$ cat src/hw/watchdog_pkg.sv
package watchdog_pkg;

  // Clock rate of the system clock in kHz, used to turn times into counts.
  localparam int unsigned CLK_KHZ          = 100000;
  // Nominal timeout period and power-on reset time, in ms.
  localparam int unsigned TIMEOUT_MS       = 100;
  localparam int unsigned TIMEOUT_CYCLES   = TIMEOUT_MS * CLK_KHZ;
  // Debounce of the start-up comparators is one sixty-fourth of the timeout.
  localparam int unsigned DEBOUNCE_DIV     = 64;
  // Shortest low excursion on the sense input that must be acted upon, in us.
  localparam int unsigned VIN_LOW_MIN_US   = 10;
  localparam int unsigned VIN_LOW_CYCLES   = VIN_LOW_MIN_US * (CLK_KHZ / 1000);
  // Shortest timer clear pulse, in ns; anything under it may be ignored.
  localparam int unsigned CLEAR_MIN_NS     = 150;
  localparam int unsigned CLK_PERIOD_NS    = 1000000 / CLK_KHZ;
  localparam int unsigned CLEAR_MIN_CYCLES =
    (CLEAR_MIN_NS + CLK_PERIOD_NS - 1) / CLK_PERIOD_NS;
  // Width of the timer and filter cycle counters.
  localparam int unsigned COUNT_W          = 32;

  // Digitised comparator outputs, each high when the voltage is above.
  typedef struct packed {
    logic supply_on;   // Regulated supply at or above activation level.
    logic vin_startup; // Sense input above vin_startup_level.
    logic vin_warning; // Sense input above vin_warning_level.
    logic vin_reset;   // Sense input above vin_reset_level.
  } comparators_s;

  // Supervisor states; Gray codes along power-up, run and toggle.
  typedef enum logic [1:0] {
    ST_OFF      = 2'b00,
    ST_POWER_ON = 2'b01,
    ST_RUN      = 2'b11,
    ST_TOGGLE   = 2'b10
  } wd_state_e;

endpackage

$ cat src/hw/self_recovering_watchdog.sv
// How it works
// - Silent host: reset on after one, off after two
// - Reset keeps toggling each period until cleared
// - One interval serves as timeout and power-on
// - No power-on unless supply reaches activation
// - Power-on starts when sense and supply good
// - Sense below warning level asserts save_warning_n
// - Sense below reset level forces both resets
// - Low sense pulses of 10 us recognised
// - Clear pulse zeroes timer, releases reset
// - Clears ignored until power-on delay completes
// - Supply drop stops timer, forces all outputs
// - After sense reset, wait for fresh power-up
`timescale 1ns/1ns
`default_nettype none

module self_recovering_watchdog #(
  parameter int unsigned TIMEOUT_CYCLES = watchdog_pkg::TIMEOUT_CYCLES
) (
  input  wire logic                       clk_sys_i,
  input  wire logic                       rst_n_i,
  input  wire watchdog_pkg::comparators_s comp_i,
  input  wire logic                       timer_clear_n_i,
  output logic                            reset_out_o,
  output logic                            reset_out_n_o,
  output logic                            save_warning_n_o
);
  import watchdog_pkg::*;

  localparam int unsigned DB_CYCLES =
    (TIMEOUT_CYCLES / DEBOUNCE_DIV) > 0 ? TIMEOUT_CYCLES / DEBOUNCE_DIV : 1;

  //////////////////////////////////////////////////////////////////////////
  // Comparator conditioning.

  logic supply_ok;
  logic startup_ok;
  logic warn_ok;
  logic reset_ok;

  // Start-up comparators are debounced over the long window.
  level_filter #(.HOLD_CYCLES(DB_CYCLES)) u_supply_filter (
    .clk_sys_i (clk_sys_i),
    .rst_n_i   (rst_n_i),
    .level_i   (comp_i.supply_on),
    .level_o   (supply_ok)
  );

  level_filter #(.HOLD_CYCLES(DB_CYCLES)) u_startup_filter (
    .clk_sys_i (clk_sys_i),
    .rst_n_i   (rst_n_i),
    .level_i   (comp_i.vin_startup),
    .level_o   (startup_ok)
  );

  // Falling comparators use a short window so a 10 us dip is still caught.
  level_filter #(.HOLD_CYCLES(VIN_LOW_CYCLES / 2)) u_warn_filter (
    .clk_sys_i (clk_sys_i),
    .rst_n_i   (rst_n_i),
    .level_i   (comp_i.vin_warning),
    .level_o   (warn_ok)
  );

  level_filter #(.HOLD_CYCLES(VIN_LOW_CYCLES / 2)) u_reset_filter (
    .clk_sys_i (clk_sys_i),
    .rst_n_i   (rst_n_i),
    .level_i   (comp_i.vin_reset),
    .level_o   (reset_ok)
  );

  //////////////////////////////////////////////////////////////////////////
  // Timer clear input: synchronised, then a qualified low pulse.

  logic                clr_sync_a;
  logic                clr_sync_b;
  logic [7:0]          clr_low_count;
  logic                clr_taken;
  logic                clear_pulse;

  // Two flip-flops before anything looks at the pin.
  always_ff @(posedge clk_sys_i or negedge rst_n_i) begin
    if (!rst_n_i) begin
      clr_sync_a <= 1'b1;
      clr_sync_b <= 1'b1;
    end else begin
      clr_sync_a <= timer_clear_n_i;
      clr_sync_b <= clr_sync_a;
    end
  end

  // One clear per low pulse, once it has stood long enough; a pin tied low
  // therefore gives only its first clear, and the reset outputs then free-run as a square wave.
  always_ff @(posedge clk_sys_i or negedge rst_n_i) begin
    if (!rst_n_i) begin
      clr_low_count <= '0;
      clr_taken     <= 1'b0;
    end else if (clr_sync_b) begin
      clr_low_count <= '0;
      clr_taken     <= 1'b0;
    end else if (clear_pulse) begin
      clr_taken     <= 1'b1;
    end else if (!clr_taken) begin
      clr_low_count <= clr_low_count + 1'b1;
    end
  end

  assign clear_pulse = !clr_sync_b && !clr_taken &&
                       (clr_low_count >= 8'(CLEAR_MIN_CYCLES - 1));

  //////////////////////////////////////////////////////////////////////////
  // Supervisor state machine and interval timer.

  wd_state_e          state;
  logic               reset_state;
  logic [COUNT_W-1:0] timer;
  logic               timer_done;
  logic               go_off;

  assign timer_done = (timer >= COUNT_W'(TIMEOUT_CYCLES - 1));
  // Losing the supply or falling under the reset level ends all activity.
  assign go_off = !supply_ok || !reset_ok;

  // Sequencing of power-on, watchdog run and self-recovery toggling.
  always_ff @(posedge clk_sys_i or negedge rst_n_i) begin
    if (!rst_n_i) begin
      state <= ST_OFF;
    end else if (go_off) begin
      state <= ST_OFF;
    end else begin
      unique case (state)
        ST_OFF: begin
          if (supply_ok && startup_ok) begin
            state <= ST_POWER_ON;
          end
        end
        ST_POWER_ON: begin
          if (timer_done) begin
            state <= ST_RUN;
          end
        end
        ST_RUN: begin
          if (!clear_pulse && timer_done) begin
            state <= ST_TOGGLE;
          end
        end
        ST_TOGGLE: begin
          if (clear_pulse) begin
            state <= ST_RUN;
          end
        end
      endcase
    end
  end

  // The timer runs only while powered; a qualified clear zeroes it, but
  // never during the power-on delay.
  always_ff @(posedge clk_sys_i or negedge rst_n_i) begin
    if (!rst_n_i) begin
      timer <= '0;
    end else if (go_off || state == ST_OFF) begin
      timer <= '0;
    end else if (clear_pulse && state != ST_POWER_ON) begin
      timer <= '0;
    end else if (timer_done) begin
      timer <= '0;
    end else begin
      timer <= timer + 1'b1;
    end
  end

  // One internal reset state; active in off and power-on, inverted at each
  // timeout in toggle, cleared by a qualified clear.
  always_ff @(posedge clk_sys_i or negedge rst_n_i) begin
    if (!rst_n_i) begin
      reset_state <= 1'b1;
    end else if (go_off) begin
      reset_state <= 1'b1;
    end else begin
      unique case (state)
        ST_OFF: reset_state <= 1'b1;
        ST_POWER_ON: begin
          if (timer_done) begin
            reset_state <= 1'b0;
          end
        end
        ST_RUN: begin
          if (clear_pulse) begin
            reset_state <= 1'b0;
          end else if (timer_done) begin
            reset_state <= 1'b1;
          end
        end
        ST_TOGGLE: begin
          if (clear_pulse) begin
            reset_state <= 1'b0;
          end else if (timer_done) begin
            reset_state <= !reset_state;
          end
        end
      endcase
    end
  end

  //////////////////////////////////////////////////////////////////////////
  // Output registers.

  // Both reset pins come from the same next value in one process.
  always_ff @(posedge clk_sys_i or negedge rst_n_i) begin
    if (!rst_n_i) begin
      reset_out_o   <= 1'b1;
      reset_out_n_o <= 1'b0;
    end else begin
      reset_out_o   <= reset_state;
      reset_out_n_o <= !reset_state;
    end
  end

  // Warning goes active under the warning level or on supply loss, and is
  // only released once the sense input is back above the start-up level.
  always_ff @(posedge clk_sys_i or negedge rst_n_i) begin
    if (!rst_n_i) begin
      save_warning_n_o <= 1'b0;
    end else if (!supply_ok || !warn_ok) begin
      save_warning_n_o <= 1'b0;
    end else if (startup_ok) begin
      save_warning_n_o <= 1'b1;
    end
  end

endmodule

`default_nettype wire

$ cat src/hw/level_filter.sv
`timescale 1ns/1ns
`default_nettype none

// Synchronises one comparator level and accepts a change only after it
// has been stable for HOLD_CYCLES clocks.
module level_filter #(
  parameter int unsigned HOLD_CYCLES = 16
) (
  input  wire logic clk_sys_i,
  input  wire logic rst_n_i,
  input  wire logic level_i,
  output logic      level_o
);
  import watchdog_pkg::*;

  logic               sync_a;
  logic               sync_b;
  logic [COUNT_W-1:0] stable_count;

  // Two flip-flops bring the level into the clock domain.
  always_ff @(posedge clk_sys_i or negedge rst_n_i) begin
    if (!rst_n_i) begin
      sync_a <= 1'b0;
      sync_b <= 1'b0;
    end else begin
      sync_a <= level_i;
      sync_b <= sync_a;
    end
  end

  // A change is taken only once it outlasts the hold time.
  always_ff @(posedge clk_sys_i or negedge rst_n_i) begin
    if (!rst_n_i) begin
      stable_count <= '0;
      level_o      <= 1'b0;
    end else if (sync_b == level_o) begin
      stable_count <= '0;
    end else if (stable_count >= COUNT_W'(HOLD_CYCLES - 1)) begin
      stable_count <= '0;
      level_o      <= sync_b;
    end else begin
      stable_count <= stable_count + 1'b1;
    end
  end

endmodule

`default_nettype wire

$ cat config.mk
export PLATFORM = sky130hd
export DESIGN_NAME = self_recovering_watchdog
export DESIGN_NICKNAME = d
export VERILOG_FILES = /design/src/hw/watchdog_pkg.sv /design/src/hw/self_recovering_watchdog.sv /design/src/hw/level_filter.sv
export SDC_FILE = /design/constraint.sdc
export NUM_CORES = 1
export LEC_CHECK = 0
export ABC_AREA = 1
export BUFFER_PORTS_ARGS = -buffer_cell sky130_fd_sc_hd__buf_2
export CORE_UTILIZATION = 34
export CTS_CLUSTER_DIAMETER = 80
export DETAILED_ROUTE_END_ITERATION = 8
export PLACE_DENSITY = 0.46
export SYNTH_ARGS = -nofsm -noshare
export SYNTH_HDL_FRONTEND = slang
export SYNTH_SLANG_ARGS = --single-unit
$ cat constraint.sdc
create_clock -name clk_sys_i -period 1.7 [get_ports clk_sys_i]
set_input_delay 0.17 -clock clk_sys_i [delete_from_list [all_inputs] [get_ports clk_sys_i]]
set_output_delay 0.17 -clock clk_sys_i [all_outputs]
set_load 0.005 [all_outputs]
Word-level counts from Yosys, hierarchy flattened
Cells that the tools add are included.
{ "op_classes": {"add_sub_neg": 6, "mul": 0, "div": 0, "order_cmp": 6, "eq_ne": 16, "n_shift": 0, "mux": 31, "n_bitwise": 4, "n_reduce_logical": 25} }
{ "ops": {"columns": ["cell", "n"], "rows": [
  ["32-bit 2-to-1 mux", 11],
  ["32-bit by 1-bit adder with 32-bit output, second input constant", 5],
  ["32-bit by 18-bit >= comparator with 1-bit output, second input constant", 2],
  ["32-bit by 9-bit >= comparator with 1-bit output, second input constant", 2],
  ["32-bit by 24-bit >= comparator with 1-bit output, second input constant", 1],
  ["8-bit 2-to-1 mux", 3],
  ["3-bit inequality test, second input constant", 4],
  ["1-bit 2-to-1 mux", 10],
  ["2-bit 2-to-1 mux", 5],
  ["2-bit AND reduction", 5],
  ["8-bit by 1-bit adder with 8-bit output, second input constant", 1],
  ["8-bit by 4-bit >= comparator with 1-bit output, second input constant", 1],
  ["4-bit inequality test, second input constant", 2],
  ["2-bit case mux with 4 select lines", 1],
  ["1-bit zero test", 7],
  ["1-bit logical AND", 5],
  ["1-bit equality test", 4],
  ["2-bit equality test, second input constant", 2],
  ["2-bit inequality test, second input constant", 2],
  ["1-bit inverter", 4],
  ["1-bit case mux with 4 select lines", 1],
  ["4-bit AND reduction", 1],
  ["2-bit nonzero test", 2],
  ["1-bit logical OR", 3],
  ["other kinds (4)", 4]
]} }
{ "word_totals": {"register_bits": 189, "latchBits": 0, "ram_bits": 0, "rom_bits": 0, "input_bits": 7, "mem_count": 0} }

Depth between registers and ports, before layout
{ "depth": {"word_depth": 8, "mapped_depth": 12} }

Cells and area by module
A second synthesis with hierarchy kept.
{ "hier_totals": {"hier_cells": 811, "area_unflattened_um2": 8107.8} }
{ "modules_own_cells": {"columns": ["mod", "instances", "cells_per_inst", "area_each_um2", "seq_area_each_um2"], "rows": [
  ["level_filter (u_startup_filter ...)", 2, 164, 1665.3, 875.8],
  ["self_recovering_watchdog", 1, 279, 2394.8, 1231.2],
  ["level_filter (u_reset_filter ...)", 2, 102, 1191.1, 875.8]
]} }

Worst setup path before layout
OpenSTA, ideal clock, no wires.
{ "synth_path": {"path_type": "reg2reg", "start": "register timer[0]", "end": "register timer[22]", "setup_time_ns": 0.071, "t_arrival_ns": 1.445, "t_required_ns": 1.629, "slack_ns": 0.184, "stages_incl_launch_ff": 12, "period_less_slack_ns": 1.516, "path_cell_list": "dfrtp_1 > ha_1 > nand3_1 > inv_1 > nand2_1 > nand2_1 > nand2_1 > nand2_1 > nand2_2 > nand4_4 > buf_6 > nor2_1"} }
{ "synth_via": {"elab_chain_len": 4, "elab_cells_between_ends": 5, "cone_classes": "add/sub (1); order compare (1); mux (3)"} }
{ "synth_lines": {"columns": ["item", "line_no", "rtl"], "rows": [
  ["start, declared", "self_recovering_watchdog.sv:115", "logic [COUNT_W-1:0] timer;"],
  ["start signal, assigned", "self_recovering_watchdog.sv:167", "timer <= timer + 1'b1;"],
  ["32-bit by 1-bit adder with 32-bit output / 32-bit by 24-bit >= comparator with 1-bit output (equally long branches)", "self_recovering_watchdog.sv:167, self_recovering_watchdog.sv:119", null],
  ["32-bit 2-to-1 mux (*)", "self_recovering_watchdog.sv:164", "end else if (timer_done) begin"],
  ["32-bit 2-to-1 mux (*)", "self_recovering_watchdog.sv:162", "end else if (clear_pulse && state != ST_POWER_ON) begin"],
  ["32-bit 2-to-1 mux (*)", "self_recovering_watchdog.sv:160", "end else if (go_off || state == ST_OFF) begin"]
]} }
Every way passes the cells marked *; elsewhere a longest branch is shown, timed or not.
A chain may end at the register's enable or synchronous reset.

Worst setup path after layout
{ "layout_path": {"start": "register timer[0]", "end": "register timer[23]"} }
Same word-level chain as after synthesis.

==> qor.txt <==
Most common cell after layout, fill and taps aside: dfrtp_1
Mapped Avg Cell Area: 9.90 sq um
Yosys top cell area share: 58.8%
Maximum clock path buffer count: 2
Count of final setup violators: 0
Inserted Diodes: 0
Layout area overhead: 22.3%
Setup Skew: 0.0200 ns
Final Max Slew Viols: 0
Total of max-cap violations: 0
WL/cell: 11.0 um
Remaining DRCs: 0
Nets@finish: 946
Total GRT Usage: 12.3%
Minimum clock period: 1.68 ns
Final Instance Area: 9620 sq um
Startpoint types: register
Top FF cell, synth: dfrtp_1
Netlist Area Pre-Place: 7870 sq um
Top post-synthesis cells by area: dfrtp_1, nor2_1, nand2_1, xor2_1, inv_1
RSZ-0062 raised after global routing: true
Maximum vdd drop: 0.581 mV
Status: finished clean
R2R Path Start: timer[0]
Core area: 22,600 sq um
DRT iter0 DRCs: 251
Clk sinks: 189
R2r endpoint: timer[23]
Reg2Reg Depth: 11
Fin crit share: 98.8%
Die area: 23,800 sq um
Ys async rst share: 100%
Vias/cell: 4.15
R2R Setup Slk: 0.02 ns
Data arrival time of the critical path: 2.03 ns
WL final: 13,500 um
Die height: 154 um
Initial DRT Pass Iterations: 4
Ys Warns: 0
Vias in the first global route: 5,014
Global route overflow: 0
Max frequency: 0.596 GHz
HPWL Detailed: 8970 um
Top Ports: 10
CP Class: register to register
Initial Util: 34.8%
Worst-Skew Late Latency: 0.43 ns
# placed instances: 1,179
TNS Setup: 0 ns
Total CTS buffers: 17
Lkg Pwr: 4.31 nW
Antenna-violating nets left: 0
PwrDens: 934 nW/um^2
Commonest non-fill, non-tap cells in the layout: dfrtp_1, nand2_1, nor2_1
Synth Instances: 795
Port buffer count: 9
Hold Violations, Final: 0
Post-synth EDFFs: 0
Detailed-route via count: 5,079
Fin util: 42.5%
Post-synth top area cell: dfrtp_1
Placer Congestion: 0.769
Worst Path Max Fanout: 6
First-pass GRT wire length: 23,200 um
Cell variety after synth: 40
Placed cell areas: 8700 sq um
Filler instances: 2,179
Fraction of layout cells with a size suffix above 1: 14.8%
FP Rows: 55
Final non-filler cell total: 1,225
H-tree levels: 4
Root Buffer: clkbuf_16
Hold crit path type: primary input to async pin
Clock Pin Slew Worst Setup and Hold Paths: 0.07 ns
CTS tree: built
Critical Path RT: 2.05 ns
Flops & latches, synth: 189
Initial antenna violation count: 0
Crit. End Element: register
Seq/Total Area, Yosys: 60.1%
Die width: 154 um
Largest net degree at the start of global routing: 44
[state kept, by name (all words and copies together), names as in the netlist, 2 cells and up]
register / cells
timer: 32
u_reset_filter.stable_count: 32
u_startup_filter.stable_count: 32
u_supply_filter.stable_count: 32
u_warn_filter.stable_count: 32
clr_low_count: 8
state: 2
[synth_stat cells, types with 11 or more instances]
| cell type | count |
|---|---|
| nor2_1 | 143 |
| inv_1 | 92 |
| dfrtp_1 | 185 |
| nand4_1 | 18 |
| a21oi_1 | 15 |
| nor3_1 | 22 |
| xnor2_1 | 12 |
| nand3_1 | 41 |
| nor2_2 | 13 |
| nand2_1 | 128 |
| ha_1 | 11 |
| xor2_1 | 43 |
| o21ai_0 | 11 |
[area by class of cell]
cell class	instances	area (sq um)	share of cell area, %
Clock buffer	21	470	4.89
Clock inverter	10	123	1.27
Inverter	95	357	3.71
Multi-Input combinational cell	588	3170	32.9
Sequential cell	189	4730	49.2
Tap cell	285	357	3.71
Timing Repair Buffer	37	418	4.34
[worst max-delay path, stage by stage (launching register included)]
cell and delay, ns:
dfrtp_1 0.43, ha_4 0.18, nand3_2 0.08, inv_2 0.04
nand2_1 0.05, nand2_1 0.05, nand2_1 0.09, nand2_2 0.09
nand2_4 0.08, nand4_4 0.17, clkbuf_16 0.24, nor2_2 0.11
[report_power, final]
part / leakage, nW / switching, mW / total [mW] / internal [mW]
Clock: 0.289 / 1.77 / 3.96 / 2.19
Sequential: 2.40 / 0.0649 / 4.72 / 4.65
Combinational: 1.62 / 0.206 / 0.316 / 0.110
[per-layer routing]
layer	routed length, um	GRT usage [%]
met1	6780	16.1
met2	6250	19.9
met3	260	2.87
met4	157	4.29
met5	0	0
[what timing repair did]
action	in CTS	in global routing
gates cloned	0	4
buffers inserted	2	3
hold buffers	6	0
pin swaps	0	1
endpoints found under the setup margin	18	48
endpoints found under the hold margin	44	0
gates resized for setup	0	41
[kinds of logic (layout without fill, tap and decap cells)]
group / count (synthesis) / count (layout) / synth area share (%)
AND/OR/NAND/NOR: 403 / 403 / 24.1
flip-flops: 189 / 189 / 60.1
buffers and inverters: 99 / 163 / 5.13
XOR/XNOR: 55 / 55 / 6.12
AO/OA/AOI/OAI: 37 / 37 / 2.69
adder cells (fa/ha/maj): 11 / 11 / 1.75
other: 1 / 82 / 0.0476
[how the worst max path moves through the flow]
stage / end / slack, ns / startpoint / cells past startpoint
final: timer[23] / 0.02 / timer[0] / 11
after global routing: timer[23] / -0.06 / timer[0] / 11
after CTS: timer[23] / 0.003 / timer[0] / 11
after detailed placement: u_supply_filter.stable_count[6] / -0.07 / u_supply_filter.stable_count[0] / 10
after global placement: u_supply_filter.stable_count[0] / -0.03 / u_supply_filter.stable_count[0] / 10
after floorplan: timer[22] / 0.18 / timer[0] / 11
[per-stage QoR]
step                power (mW)  worst slack (ns)  hold slack (ns)
global placement          5.12           -0.0342            0.142
CTS                       9.16           0.00268            0.256
floorplan                 4.93             0.184           -0.126
global route              9.42           -0.0638            0.272
finish                    8.99            0.0212            0.247
detailed placement        5.12           -0.0679            0.143
(Power assumes the default switching activity.)
